--- src/hdl/clkgen_pkg.sv ---
// constants for the clock generation and loopback block
package clkgen_pkg;
    // ----------------------------------------------------------------
    // register map
    // ----------------------------------------------------------------
    localparam int ADDR_W = 7;
    localparam int REG_W = 9;
    localparam logic [6:0] POWER_MANAGEMENT_ONE_ADDR = 7'h01;
    localparam logic [6:0] COMPANDING_CTRL_ADDR = 7'h05;
    localparam logic [6:0] CLOCK_GEN_CTRL_ADDR = 7'h06;
    localparam logic [6:0] SYNTH_INTEGER_CTRL_ADDR = 7'h24;
    localparam logic [6:0] SYNTH_FRACTION_HIGH_ADDR = 7'h25;
    localparam logic [6:0] SYNTH_FRACTION_MID_ADDR = 7'h26;
    localparam logic [6:0] SYNTH_FRACTION_LOW_ADDR = 7'h27;

    // reset values
    localparam logic [8:0] POWER_MANAGEMENT_ONE_RST = 9'h000;
    localparam logic [8:0] COMPANDING_CTRL_RST = 9'h000;
    localparam logic [8:0] CLOCK_GEN_CTRL_RST = 9'h140;
    localparam logic [8:0] SYNTH_INTEGER_CTRL_RST = 9'h04C;
    localparam logic [8:0] SYNTH_FRACTION_HIGH_RST = 9'h00C;
    localparam logic [8:0] SYNTH_FRACTION_MID_RST = 9'h093;
    localparam logic [8:0] SYNTH_FRACTION_LOW_RST = 9'h0E9;

    // ----------------------------------------------------------------
    // field positions
    // ----------------------------------------------------------------
    localparam int SYNTH_ON_BIT_POS = 5;
    localparam int MIDRAIL_SELECT_LSB = 0;
    localparam int SYNTH_SHUTDOWN_POS = 7;
    localparam int FRACTIONAL_MODE_ENABLE_POS = 6;
    localparam int REF_PRESCALE_SEL_LSB = 4;
    localparam int RATIO_INTEGER_LSB = 0;
    localparam int CORE_CLOCK_SOURCE_POS = 8;
    localparam int SYSTEM_DIVIDER_LSB = 5;
    localparam int PLAY_LOOPBACK_POS = 6;
    localparam int CAPTURE_LOOPBACK_POS = 0;

    // ----------------------------------------------------------------
    // ratio arithmetic and dividers
    // ----------------------------------------------------------------
    localparam int FRAC_W = 24;
    localparam int RATIO_W = 28;
    localparam int CREDIT_W = 32;
    localparam logic [31:0] CREDIT_ONE = 32'h0100_0000;
    localparam logic [1:0] POST_DIV_LAST = 2'h3; // fixed divide by 4
    localparam logic [4:0] HALF_STEP = 5'h02;

    typedef enum logic [1:0] {PRE_DOUBLE, PRE_NONE, PRE_HALF, PRE_QUARTER} prescale_t;

    // divider in half-cycle units: 1,1.5,2,3,4,6,8,12
    function automatic logic [4:0] div_halves(input logic [2:0] code);
        case (code)
            3'h0: div_halves = 5'h02;
            3'h1: div_halves = 5'h03;
            3'h2: div_halves = 5'h04;
            3'h3: div_halves = 5'h06;
            3'h4: div_halves = 5'h08;
            3'h5: div_halves = 5'h0C;
            3'h6: div_halves = 5'h10;
            default: div_halves = 5'h18;
        endcase
    endfunction : div_halves
endpackage : clkgen_pkg

--- src/hdl/clock_gen_loopback.sv ---
// register-controlled clock synthesizer, core clock divider and digital loopback
`timescale 1ns/10ps

// Contract
// - synthesizer runs when the on bit is 1 and shutdown bit 7 of integer control is 0, off at 0; resets to 0.
// - midrail select of 00b holds the synthesizer off whatever the on bit.
// - ratio is integer field plus fraction field.
// - synthesizer output goes through fixed /4 then system divider to core clock.
// - synthesizer clock can be driven out on the select or general pin.
// - fractional mode bit 6 enables fractional part; resets to 1.
// - prescale 00 doubles, 01 passes, 10 halves, 11 quarters the reference.
// - fraction is high six, mid nine, low nine bits concatenated.
// - capture loopback feeds capture interface output into playback input.
// - playback loopback feeds playback interface output into capture input.
// - source bit 8 picks reference at 0, synthesizer at 1; resets to 1.
// - system divider codes select 1,1.5,2,3,4,6,8,12; resets to 010.
// - loopbacks sit at bits 6 and 0 of companding control, reset off.
module clock_gen_loopback #(
    parameter int DATA_W = 24 // audio word width
) (
    input wire logic clk, // system clock, 100 MHz
    input wire logic rst, // synchronous reset, active high
    input wire logic ce, // clock enable, freezes all state when low
    input wire logic [clkgen_pkg::ADDR_W-1:0] reg_addr, // register address
    input wire logic [clkgen_pkg::REG_W-1:0] reg_wdata, // register write data
    input wire logic reg_we, // register write strobe
    output logic [clkgen_pkg::REG_W-1:0] reg_rdata, // registered read data
    input wire logic ref_clk_in, // reference master clock, sampled
    output logic core_clock, // divided core clock level
    output logic core_tick, // one-cycle pulse per core clock toggle, two per core clock period
    output logic synth_running, // synthesizer enabled
    input wire logic gp_clock_out_en, // route synth clock onto pin
    input wire logic select_or_gp_pin_in, // pin input level
    output logic select_or_gp_pin_out, // pin output level
    output logic select_or_gp_pin_oe, // pin output enable
    output logic select_input, // pin level seen as select input
    input wire logic [DATA_W-1:0] cap_if_out, // capture interface output data
    input wire logic [DATA_W-1:0] cap_src, // normal capture interface input
    input wire logic [DATA_W-1:0] play_if_out, // playback interface output data
    input wire logic [DATA_W-1:0] play_src, // normal playback data input
    output logic [DATA_W-1:0] cap_if_in, // data into capture interface
    output logic [DATA_W-1:0] play_data_in // data into playback path
);
    import clkgen_pkg::*;

    // ----------------------------------------------------------------
    // state
    // ----------------------------------------------------------------
    typedef struct packed {
        logic [8:0] pm1;
        logic [8:0] comp;
        logic [8:0] cgen;
        logic [8:0] intc;
        logic [8:0] frh;
        logic [8:0] frm;
        logic [8:0] frl;
        logic [8:0] rdata;
        logic ref_q;
        logic [1:0] pre_cnt;
        logic [CREDIT_W-1:0] credit;
        logic synth_tick;
        logic [1:0] post_cnt;
        logic post_tick;
        logic gp_clk;
        logic core_clk;
        logic [DATA_W-1:0] cap_in;
        logic [DATA_W-1:0] play_in;
    } state_t;

    state_t st_reg, st_next;

    logic synth_en;
    logic ref_rise;
    logic ref_edge;
    logic pre_event;
    logic [RATIO_W-1:0] ratio;
    logic [FRAC_W-1:0] fraction;
    logic div_in;
    logic div_out;
    prescale_t pre_sel;

    // ----------------------------------------------------------------
    // decoded controls
    // ----------------------------------------------------------------
    assign synth_en = st_reg.pm1[SYNTH_ON_BIT_POS]
        && (st_reg.pm1[MIDRAIL_SELECT_LSB +: 2] != 2'h0)
        && !st_reg.intc[SYNTH_SHUTDOWN_POS];
    assign fraction = {st_reg.frh[5:0], st_reg.frm, st_reg.frl};
    // fraction ignored in integer mode, matching the low-power setting
    assign ratio = {st_reg.intc[RATIO_INTEGER_LSB +: 4],
        st_reg.intc[FRACTIONAL_MODE_ENABLE_POS] ? fraction : {FRAC_W{1'b0}}};
    assign pre_sel = prescale_t'(st_reg.intc[REF_PRESCALE_SEL_LSB +: 2]);
    assign ref_rise = ref_clk_in && !st_reg.ref_q;
    assign ref_edge = ref_clk_in != st_reg.ref_q;

    // reference conditioning; doubling counts both edges
    always_comb begin
        unique case (pre_sel)
            PRE_DOUBLE: pre_event = ref_edge;
            PRE_NONE: pre_event = ref_rise;
            PRE_HALF: pre_event = ref_rise && st_reg.pre_cnt[0];
            PRE_QUARTER: pre_event = ref_rise && (st_reg.pre_cnt == 2'h3);
        endcase
    end

    // ----------------------------------------------------------------
    // next state
    // ----------------------------------------------------------------
    always_comb begin
        logic [CREDIT_W-1:0] cr;
        cr = st_reg.credit;
        st_next = st_reg;
        st_next.ref_q = ref_clk_in;
        if (ref_rise) begin
            st_next.pre_cnt = st_reg.pre_cnt + 2'h1;
        end
        // register writes
        if (reg_we) begin
            unique case (reg_addr)
                POWER_MANAGEMENT_ONE_ADDR: st_next.pm1 = reg_wdata;
                COMPANDING_CTRL_ADDR: st_next.comp = reg_wdata;
                CLOCK_GEN_CTRL_ADDR: st_next.cgen = reg_wdata;
                SYNTH_INTEGER_CTRL_ADDR: st_next.intc = reg_wdata;
                SYNTH_FRACTION_HIGH_ADDR: st_next.frh = reg_wdata;
                SYNTH_FRACTION_MID_ADDR: st_next.frm = reg_wdata;
                SYNTH_FRACTION_LOW_ADDR: st_next.frl = reg_wdata;
                default: ;
            endcase
        end
        unique case (reg_addr)
            POWER_MANAGEMENT_ONE_ADDR: st_next.rdata = st_reg.pm1;
            COMPANDING_CTRL_ADDR: st_next.rdata = st_reg.comp;
            CLOCK_GEN_CTRL_ADDR: st_next.rdata = st_reg.cgen;
            SYNTH_INTEGER_CTRL_ADDR: st_next.rdata = st_reg.intc;
            SYNTH_FRACTION_HIGH_ADDR: st_next.rdata = st_reg.frh;
            SYNTH_FRACTION_MID_ADDR: st_next.rdata = st_reg.frm;
            SYNTH_FRACTION_LOW_ADDR: st_next.rdata = st_reg.frl;
            default: st_next.rdata = 9'h000;
        endcase
        // synthesizer: each conditioned reference event earns ratio credit,
        // each whole unit of credit is one output tick; output rate is capped
        // at the system clock, so ratios must keep the product below 100 MHz
        st_next.synth_tick = 1'b0;
        if (!synth_en) begin
            cr = '0;
        end else begin
            if (pre_event) begin
                cr = cr + {{(CREDIT_W-RATIO_W){1'b0}}, ratio};
            end
            if (cr >= CREDIT_ONE) begin
                cr = cr - CREDIT_ONE;
                st_next.synth_tick = 1'b1;
            end
        end
        st_next.credit = cr;
        // fixed divide by 4 after the synthesizer
        st_next.post_tick = 1'b0;
        if (!synth_en) begin
            st_next.post_cnt = 2'h0;
            st_next.gp_clk = 1'b0;
        end else if (st_reg.synth_tick) begin
            st_next.post_cnt = st_reg.post_cnt + 2'h1;
            st_next.post_tick = st_reg.post_cnt == POST_DIV_LAST;
            st_next.gp_clk = st_reg.gp_clk ^ st_reg.post_cnt[1] ^ st_next.post_cnt[1];
        end
        if (div_out) begin
            st_next.core_clk = !st_reg.core_clk;
        end
        // loopback steering, registered
        st_next.play_in = st_reg.comp[CAPTURE_LOOPBACK_POS] ? cap_if_out : play_src;
        st_next.cap_in = st_reg.comp[PLAY_LOOPBACK_POS] ? play_if_out : cap_src;
    end

    always_ff @(posedge clk) begin
        if (rst) begin
            st_reg <= '0;
            st_reg.pm1 <= POWER_MANAGEMENT_ONE_RST;
            st_reg.comp <= COMPANDING_CTRL_RST;
            st_reg.cgen <= CLOCK_GEN_CTRL_RST;
            st_reg.intc <= SYNTH_INTEGER_CTRL_RST;
            st_reg.frh <= SYNTH_FRACTION_HIGH_RST;
            st_reg.frm <= SYNTH_FRACTION_MID_RST;
            st_reg.frl <= SYNTH_FRACTION_LOW_RST;
        end else if (ce) begin
            st_reg <= st_next;
        end
    end

    // ----------------------------------------------------------------
    // core clock source and system divider
    // ----------------------------------------------------------------
    assign div_in = st_reg.cgen[CORE_CLOCK_SOURCE_POS] ? st_reg.post_tick : ref_rise;

    half_step_divider u_sysdiv (
        .clk(clk),
        .rst(rst),
        .ce(ce),
        .tick_in(div_in),
        .halves(div_halves(st_reg.cgen[SYSTEM_DIVIDER_LSB +: 3])),
        .tick_out(div_out)
    );

    assign core_tick = div_out;
    assign core_clock = st_reg.core_clk;
    assign synth_running = synth_en;
    assign reg_rdata = st_reg.rdata;
    assign select_or_gp_pin_oe = gp_clock_out_en;
    assign select_or_gp_pin_out = st_reg.gp_clk;
    assign select_input = select_or_gp_pin_in;
    assign cap_if_in = st_reg.cap_in;
    assign play_data_in = st_reg.play_in;

    // ----------------------------------------------------------------
    // checks
    // ----------------------------------------------------------------
    a_synth_off_bit: assert property (@(posedge clk) disable iff (rst)
        ce && !st_reg.pm1[SYNTH_ON_BIT_POS] |=> !st_reg.synth_tick)
        else $error("synth tick with on bit clear");
    a_midrail_off: assert property (@(posedge clk) disable iff (rst)
        ce && st_reg.pm1[1:0] == 2'h0 |=> st_reg.credit == '0 && !st_reg.synth_tick)
        else $error("synth active with midrail zero");
    a_no_core_off: assert property (@(posedge clk) disable iff (rst)
        (!synth_en && ce) [*3] |=> !st_reg.post_tick)
        else $error("derived clock while synth off");
    a_post_div4: assert property (@(posedge clk) disable iff (rst)
        st_reg.post_tick && $past(ce)
            |-> $past(st_reg.synth_tick) && $past(st_reg.post_cnt) == 2'h3)
        else $error("post divide not by four");
    a_frac_ignored: assert property (@(posedge clk) disable iff (rst)
        !st_reg.intc[FRACTIONAL_MODE_ENABLE_POS] |-> ratio[FRAC_W-1:0] == '0)
        else $error("fraction used in integer mode");
    a_frac_concat: assert property (@(posedge clk) disable iff (rst)
        st_reg.intc[FRACTIONAL_MODE_ENABLE_POS] |-> ratio[23:18] == st_reg.frh[5:0]
            && ratio[8:0] == st_reg.frl && ratio[27:24] == st_reg.intc[3:0])
        else $error("ratio assembly wrong");
    a_cap_loop: assert property (@(posedge clk) disable iff (rst)
        ce && st_reg.comp[0] |=> play_data_in == $past(cap_if_out))
        else $error("capture loopback data wrong");
    a_play_loop: assert property (@(posedge clk) disable iff (rst)
        ce && !st_reg.comp[6] |=> cap_if_in == $past(cap_src))
        else $error("capture input not from normal source");
    a_quarter_pre: assert property (@(posedge clk) disable iff (rst)
        pre_sel == PRE_QUARTER && pre_event |-> st_reg.pre_cnt == 2'h3 && ref_rise)
        else $error("quarter prescale event misplaced");
    a_source_ref: assert property (@(posedge clk) disable iff (rst)
        !st_reg.cgen[8] && ref_rise |-> div_in)
        else $error("reference not routed to divider");
endmodule : clock_gen_loopback

--- src/hdl/half_step_divider.sv ---
// tick divider with half-step ratios for the core clock
`timescale 1ns/10ps
module half_step_divider (
    input wire logic clk, // system clock
    input wire logic rst, // synchronous reset, active high
    input wire logic ce, // clock enable
    input wire logic tick_in, // one-cycle input event
    input wire logic [4:0] halves, // ratio in half units
    output logic tick_out // one-cycle output event
);
    import clkgen_pkg::*;

    typedef struct packed {
        logic [5:0] acc;
        logic tick;
    } div_state_t;

    div_state_t st_reg, st_next;

    // each input adds two halves; reaching or passing the ratio emits a tick
    always_comb begin
        logic [5:0] sum;
        sum = 6'h00;
        st_next = st_reg;
        st_next.tick = 1'b0;
        if (tick_in) begin
            sum = st_reg.acc + {1'b0, HALF_STEP};
            if (sum >= {1'b0, halves}) begin
                st_next.acc = sum - {1'b0, halves};
                st_next.tick = 1'b1;
            end else begin
                st_next.acc = sum;
            end
        end
    end

    always_ff @(posedge clk) begin
        if (rst) begin
            st_reg <= '0;
        end else if (ce) begin
            st_reg <= st_next;
        end
    end

    assign tick_out = st_reg.tick;
endmodule : half_step_divider
--- config.mk ---
export PLATFORM = sky130hd
export DESIGN_NAME = clock_gen_loopback
export DESIGN_NICKNAME = d
export VERILOG_FILES = /design/src/hdl/clkgen_pkg.sv /design/src/hdl/clock_gen_loopback.sv /design/src/hdl/half_step_divider.sv
export SDC_FILE = /design/constraint.sdc
export NUM_CORES = 1
export LEC_CHECK = 0
export BUFFER_PORTS_ARGS = -buffer_cell sky130_fd_sc_hd__clkbuf_2
export CORE_ASPECT_RATIO = 0.9
export CORE_MARGIN = 2
export CORE_UTILIZATION = 45
export CTS_CLUSTER_DIAMETER = 60
export DETAILED_ROUTE_END_ITERATION = 7
export PLACE_DENSITY = 0.67
export SLEW_MARGIN = 20
export SYNTH_ARGS = -nofsm -noshare
export SYNTH_HDL_FRONTEND = slang
export SYNTH_SLANG_ARGS = --single-unit
--- constraint.sdc ---
create_clock -name clk -period 5.55 [get_ports clk]
set_clock_uncertainty 0.2 [all_clocks]
set_input_delay 0 -clock clk [delete_from_list [all_inputs] [get_ports clk]]
set_output_delay 0 -clock clk [all_outputs]
set_load 0.02 [all_outputs]
==> results of run 1 <==
==> critical path, cell delays in order (launching register included) <==
cell and delay (ns):
dfxtp_1 0.55, and2_1 0.26, ha_1 0.21, fa_1 0.41
a21o_1 0.19, a221oi_1 0.54, o21a_1 0.29, o311ai_1 0.16
mux2i_1 0.31, nor2_1 0.12, nor4_4 0.42, nand3_2 0.19
a32o_1 0.29, a31o_1 0.17
==> cell usage in the layout, fill, tap and decap left out, types with 32 or more instances in the layout <==
master,synthesis,final
ha_1,37,37
nand2_1,131,131
a22oi_1,34,34
clkbuf_2,0,175
nor2_1,157,157
and2_1,32,32
mux2i_1,84,84
a21oi_1,75,75
dlygate4sd3_1,0,124
a211oi_1,58,58
dfxtp_1,168,168
==> metrics by stage <==
stage          util (%)  area, um2  cells  total power, mW  hold WS (ns)
3_3_place_gp       48.5      10500   1547             1.51        -0.200
6_report           57.1      12300   1703             2.80        0.0963
4_1_cts            57.1      12300   1703             2.80        0.0678
5_1_grt            57.1      12300   1703             2.89         0.109
2_1_floorplan         -       9850   1198             1.45       -0.0874
3_5_place_dp       48.5      10500   1547             1.52        -0.200
==> report_power, final <==
part	switching, mW	internal [mW]	leakage, nW	total, mW
logic	0.173	0.149	3.54	0.321
registers	0.0151	1.23	1.37	1.25
clock network	0.585	0.646	0.290	1.23
total	0.773	2.02	5.20	2.80
==> routing by layer <==
layer	routed length [um]	up-vias	share of wire, %
li1	-	4639	-
met4	592	0	2.0
met1	13400	4443	46
met3	1530	47	5.2
met2	13900	288	47
met5	0	-	0
==> Yosys cell counts, types with 4 or more instances <==
cell type | number | share of area (%)
nand3_1 | 17 | 0.86
o21ai_1 | 5 | 0.25
a21o_1 | 18 | 1.4
buf_2 | 4 | 0.20
a211o_1 | 6 | 0.53
mux2i_1 | 84 | 8.5
xnor2_1 | 13 | 1.2
ha_1 | 37 | 4.7
a221oi_1 | 11 | 0.98
o31ai_1 | 4 | 0.30
or2_2 | 6 | 0.38
nand4_1 | 10 | 0.63
dfxtp_1 | 168 | 34
a21oi_1 | 75 | 3.8
o211ai_1 | 4 | 0.30
nand2_1 | 131 | 5.0
o22ai_1 | 9 | 0.57
nand3b_1 | 16 | 1.2
nor3_1 | 20 | 1.0
o21a_1 | 8 | 0.61
inv_1 | 13 | 0.50
and3_1 | 4 | 0.25
o21ai_0 | 23 | 1.2
nor2b_1 | 8 | 0.51
mux2_2 | 10 | 1.1
a211oi_1 | 58 | 4.4
a22oi_1 | 34 | 2.6
nor2_1 | 157 | 6.0
nand2b_1 | 9 | 0.57
nor4_1 | 5 | 0.32
xor2_1 | 20 | 1.8
and2_1 | 32 | 2.0
buf_4 | 60 | 4.6
clkbuf_1 | 61 | 2.3
or3_1 | 4 | 0.25
==> logic make-up after synthesis <==
| group | synth area share (%) |
|---|---|
| fa+ha+maj | 5.10 |
| mux | 9.68 |
| compound gates | 19.8 |
| simple gates | 20.6 |
| flops | 34.1 |
| buf+inv | 7.71 |
| xor+xnor | 2.93 |
==> how the worst max path moves through the flow <==
stage | from | to | slack (ns) | cells past startpoint
2_1_floorplan | st_reg[131] | st_reg[84] | 1.81 | 14
3_3_place_gp | st_reg[131] | st_reg[79] | 1.20 | 12
3_5_place_dp | st_reg[131] | st_reg[79] | 1.13 | 13
4_1_cts | st_reg[131] | st_reg[79] | 1.12 | 13
5_1_grt | st_reg[131] | st_reg[79] | 0.78 | 13
6_report | st_reg[131] | st_reg[79] | 1.12 | 13
==> layout make-up <==
class	instances	area (um2)
well taps	291	364
inverters	13	48.8
clock buffers	17	425
multi-input cells	889	5730
clock inverters	15	179
repair buffers	310	2200
flip-flops and latches	168	3360
fillers	1983	9260
==> summary.md, run 1 <==
| Metric | Value |
|---|---|
| Worst Hold Launch | `reg_addr[0]` |
| Pwr dens | `approximately 230 nW/um2` |
| Num CTS Buffers | `17` |
| Worst R2R Start | `st_reg[131]` |
| Syn Inst Count | `about 1,200` |
| F_max | `226 MHz` |
| Final WS setup | `roughly 1.1 ns` |
| Dpl ws | `1.13 ns` |
| Worst-margin pin slew | `between 1 and 1.5 ns` |
| Syn_area_per_cell | `just over 8 um2` |
| Fin crit share | `about four fifths` |
| DIE HEIGHT | `between 100 and 150 um` |
| Initial Util | `~46%` |
| Die area | `between 20,000 and 25,000 um2` |
| WHS Endpoint | `st_reg[132]` |
| Via count | `about 9,400` |
| Vias in the first global route | `just under 9,000` |
| Nets | `~1,600` |
| Setup CP Type | `reg2reg` |
| Fin. Hold Viols | `0` |
| Ys flop type | `dfxtp_1` |
| Final wirelength | `roughly 29 mm` |
| CTS tree | `done` |
| CTS Root Buffer Type | `clkbuf_16` |
| Reg2reg end | `st_reg[79]` |
| Synthesis Warnings | `0` |
| Post-synthesis cell area | `roughly 9900 um2` |
| Clk slew on worst S/H paths | `roughly 0.07 ns` |
| Seq/Total Area, Yosys | `34.1%` |
| Largest net degree at the start of global routing | `101` |
| H-tree depth | `4` |
| Layout cell share with drive strength beyond 1 | `roughly 17%` |
| Required @ worst endpoint | `5.68 ns` |
| CTS Buffer Depth | `2` |
| Busiest grt layer | `met2` |
| Hold_buf cts | `between 100 and 150` |
| Met1 usage | `around a third` |
| Synth async-reset ratio | `0%` |
| Worst vdd ir | `~210 uV` |
| Worst skew pair latency | `approximately 0.44 ns` |
| Critical-path maximum fanout | `26` |
| Hold WC Path Type | `in2reg` |
| R2R Setup Slk | `approximately 1.1 ns` |
| Number of cells on the worst reg-to-reg path | `13` |
| RD Place Congestion | `0.950` |
| IO buf count | `about 180` |
| Met3 Track Usage GR | `approximately 4.0%` |
| Yosys reg bits | `168` |
| Global-route wire length before repair | `between 40 and 50 mm` |
| Worst slew margin | `around 29%` |
| Starting DRT DRC Count | `819` |
| # setup viols final | `0` |
| Crit end category | `register` |
| Worst path arrival time | `4.56 ns` |
| Post-cts resize count | `0` |
| Drt wl/cell | `roughly 17 um` |
| Syn_nets | `1,356` |
| Die W | `160 um` |
| Rows | `51` |
| Fin crit period | `between 4 and 5 ns` |
| Pins over their slew limit | `0` |
| DRC violations left | `0` |
| I/O Pins | `182` |
| Post-DRT Antenna Nets | `0` |
| EDFF count, synth | `0` |
| P&R area growth vs syn | `24.9%` |
| Status | `finished clean` |
| Sum Neg Setup Slack | `0 ns` |
| RSZ-0062 raised after global routing | `false` |
| Max reg flops | `just over 70` |
| TritonRoute pass-1 iters | `5` |
| Post-DP HPWL | `between 15 and 20 mm` |
| Ant. Diodes | `0` |
| Sink Count | `168` |
| Yosys cell types | `70` |
| CORE AREA | `roughly 22,000 um2` |
| Startpoint types | `register` |
| GRT Total Usage | `between 20% and 30%` |
| GRT overflow | `0` |
| Vias/cell | `5.53` |
| Worst hold stages | `5` |
| Leak | `5.20 nW` |
| Met2 Usage GRT | `~40%` |
| Maximum capacitance violations | `0` |
| Setup repair bufs after CTS | `0` |
| Initial antenna violation count | `2` |
No activity file was read; power rests on OpenSTA's default activity.
==> run 2, diff against run 1 <==
--- a/config.mk
+++ b/config.mk
@@ -5,13 +5,14 @@
 export SDC_FILE = /design/constraint.sdc
 export NUM_CORES = 1
 export LEC_CHECK = 0
+export ABC_AREA = 1
 export BUFFER_PORTS_ARGS = -buffer_cell sky130_fd_sc_hd__clkbuf_2
 export CORE_ASPECT_RATIO = 0.9
 export CORE_MARGIN = 2
 export CORE_UTILIZATION = 45
 export CTS_CLUSTER_DIAMETER = 60
 export DETAILED_ROUTE_END_ITERATION = 7
-export PLACE_DENSITY = 0.67
+export PLACE_DENSITY = 0.69
 export SLEW_MARGIN = 20
 export SYNTH_ARGS = -nofsm -noshare
 export SYNTH_HDL_FRONTEND = slang
==> constraint.sdc (replaced) <==
create_clock -name clk -period 3.9 [get_ports clk]
set_clock_uncertainty 0.2 [all_clocks]
set_input_delay 0 -clock clk [delete_from_list [all_inputs] [get_ports clk]]
set_output_delay 0 -clock clk [all_outputs]
set_load 0.02 [all_outputs]
==> run 2 against run 1 <==
Maximum frequency rose by 27%; combinational power is 53% higher; wire length is 9.6% higher; sequential power rose by 42%; hold slack lost 0.033 ns; first-iteration DRC count grew 15%; die area grew 7.8%; largest cell class unchanged.
==> summary.md, run 2 <==
| Metric | Value |
|---|---|
| Status | `finished clean` |
| Largest area contributor in the synthesized netlist | `dfxtp_1` |
| Finished Core Util | `56.0%` |
| CTS Buffer Depth | `2` |
| RD Place Congestion | `about 0.92` |
| Worst-margin pin slew | `approximately 1.1 ns` |
| Vias in the first global route | `10,400` |
| Pwr dens | `~300 nW/um2` |
| Post-Place Cell Area | `approximately 11,000 um2` |
| Fin crit share | `89.7%` |
| CORE AREA | `roughly 23,000 um2` |
| CP startpoint | `st_reg[149]` |
| Global-route wire length before repair | `51.3 mm` |
| Most numerous cell in the Yosys netlist | `nand2_1` |
| Commonest non-fill, non-tap cells in the layout | `nand2_1, inv_1, clkbuf_2` |
| # setup viols final | `0` |
| Synth async-reset ratio | `0%` |
| Fin. Hold Viols | `0` |
| GRT Total Usage | `between 20% and 30%` |
| Total power | `3.93 mW` |
| Worst hold margin | `between 0.06 and 0.07 ns` |
| Initial antenna violation count | `0` |
| IO buf count | `approximately 180` |
| Vias/cell | `around 5` |
| Largest net degree at the start of global routing | `82` |
| RSZ-0062 raised after global routing | `false` |
| Sum Neg Setup Slack | `0 ns` |
| Synthesis Warnings | `0` |
| Syn_area_per_cell | `6.43 um2` |
| Worst hold stages | `3` |
| Post-DP HPWL | `22.2 mm` |
| Syn Inst Count | `between 1,500 and 2,000` |
| Top post-synthesis cells by area | `dfxtp_1, nand2_1, inv_1` |
| Die area | `24,900 um2` |
| Initial Util | `45.7%` |
| Sink Count | `between 150 and 200` |
| Rows | `53` |
| Setup CP Type | `reg2reg` |
| Clk slew on worst S/H paths | `approximately 0.070 ns` |
| Yosys cell types | `45` |
| H-tree depth | `4` |
| DIE HEIGHT | `around 150 um` |
| Placed instance count | `between 2,000 and 2,500` |
| Die W | `166 um` |
| Syn_nets | `around 1,800` |
| CTS Root Buffer Type | `clkbuf_16` |
| Worst skew pair latency | `between 0.4 and 0.5 ns` |
| P&R area growth vs syn | `22.6%` |
| Post-DRT Antenna Nets | `0` |
| Maximum capacitance violations | `0` |
| Max reg flops | `roughly 70` |
| EDFF count, synth | `0` |
| Number of cells on the worst reg-to-reg path | `7` |
| Num CTS Buffers | `17` |
| Dpl ws | `about 0.49 ns` |
| Yosys reg bits | `about 170` |
| Required @ worst endpoint | `4.04 ns` |
| Via count | `~11,000` |
| Drt wl/cell | `between 10 and 15 um` |
| Post-synthesis cell area | `roughly 11,000 um2` |
| TritonRoute pass-1 iters | `5` |
| Worst Hold Launch | `rst` |
| Design Area, Final | `between 10,000 and 15,000 um2` |
| Fin crit period | `3.50 ns` |
| Most instantiated cells after synthesis | `nand2_1, inv_1, dfxtp_1` |
| Worst path arrival time | `between 3 and 4 ns` |
| Ant. Diodes | `0` |
| Hold WC Path Type | `in2reg` |
| Ys flop type | `dfxtp_1` |
| Most common cell after layout, fill and taps aside | `nand2_1` |
| Setup repair bufs after CTS | `0` |
| Crit end category | `register` |
| Post-Layout Cell Count | `2,171` |
| I/O Pins | `about 180` |
| Worst vdd ir | `259 uV` |
| Seq/Total Area, Yosys | `a little under a third` |
| Final WS setup | `0.402 ns` |
| Final wirelength | `about 32 mm` |
| GRT overflow | `0` |
| Leak | `6.33 nW` |
| F_max | `~290 MHz` |
| CTS tree | `done` |
| Critical-path maximum fanout | `26` |
| Starting DRT DRC Count | `roughly 940` |
| Worst R2R Start | `st_reg[149]` |
| Worst slew margin | `a little under 30%` |
| Startpoint types | `register` |
| DRC violations left | `0` |
| Yosys top cell area share | `a little under a third` |
| Pins over their slew limit | `0` |
| Nets | `just over 2,000` |
| Layout cell share with drive strength beyond 1 | `15.1%` |
## run 2: cell count changes after synthesis, sizes merged, moves of 18 or more
| cell | delta |
|---|---|
| nand2 | +387 |
| nand3 | +89 |
| inv | +242 |
| and2 | -32 |
| o21ai | +45 |
| a21oi | +53 |
| a22oi | -34 |
| mux2i | -84 |
| o211ai | +59 |
| a211oi | -58 |
| a21o | -18 |
| nor2 | -72 |
## run 2: layer usage
layer  part of all wire (%)  up-vias  GRT usage [%]
li1                       -     5623              -
met1                     46     5082           34.0
met2                     46      364           41.5
met3                    5.4       77           4.10
met4                    2.5        0           9.22
met5                      0        -              0
## run 2: repair_timing
| item | 4_1_cts | 5_1_grt |
|---|---|---|
| hold buffers | 121 | 0 |
| endpoints found under the setup margin | 0 | 8 |
| endpoints found under the hold margin | 126 | 0 |
| resized for setup | 0 | 1 |
## run 2: path summary, 6_finish.rpt
| check | end | slack [ns] |
|---|---|---|
| worst max-delay path | cap_if_in[18] | 0.40 |
| worst min-delay path | st_reg[64] | 0.06 |
| worst max register to register | cap_if_in[18] | 0.40 |
| worst min register to register | st_reg[124] | 0.26 |
## run 2: power breakdown
group	total [mW]	switching, mW	internal [mW]
combinational	0.490	0.279	0.211
sequential	1.78	0.0216	1.75
clock	1.66	0.814	0.848
## run 2: cell type report
cell class | count | area (um2)
multi-input cells | 1104 | 5600
repair inverters | 1 | 5.00
well taps | 302 | 378
flip-flops and latches | 168 | 3360
repair buffers | 304 | 2140
fillers | 2205 | 10200
clock buffers | 18 | 429
clock inverters | 14 | 133
inverters | 260 | 985
## run 2: cell families (layout without fill, tap and decap cells)
logic type,count (synthesis),after routing,share of synthesized area [%]
xor+xnor,20,20,1.65
fa+ha+maj,39,39,4.73
simple gates,744,744,29.8
flops,168,168,31.6
buf+inv,383,597,15.8
compound gates,301,301,16.5
## run 2: critical path, stage by stage, from the launching register on
cell and delay, ns:
dfxtp_1 1.01, clkinvlp_4 0.60, nand2_1 0.18, nand3_1 0.08, dlygate4sd3_1 0.59, o211ai_1 0.11, dlygate4sd3_1 0.57, inv_1 0.04
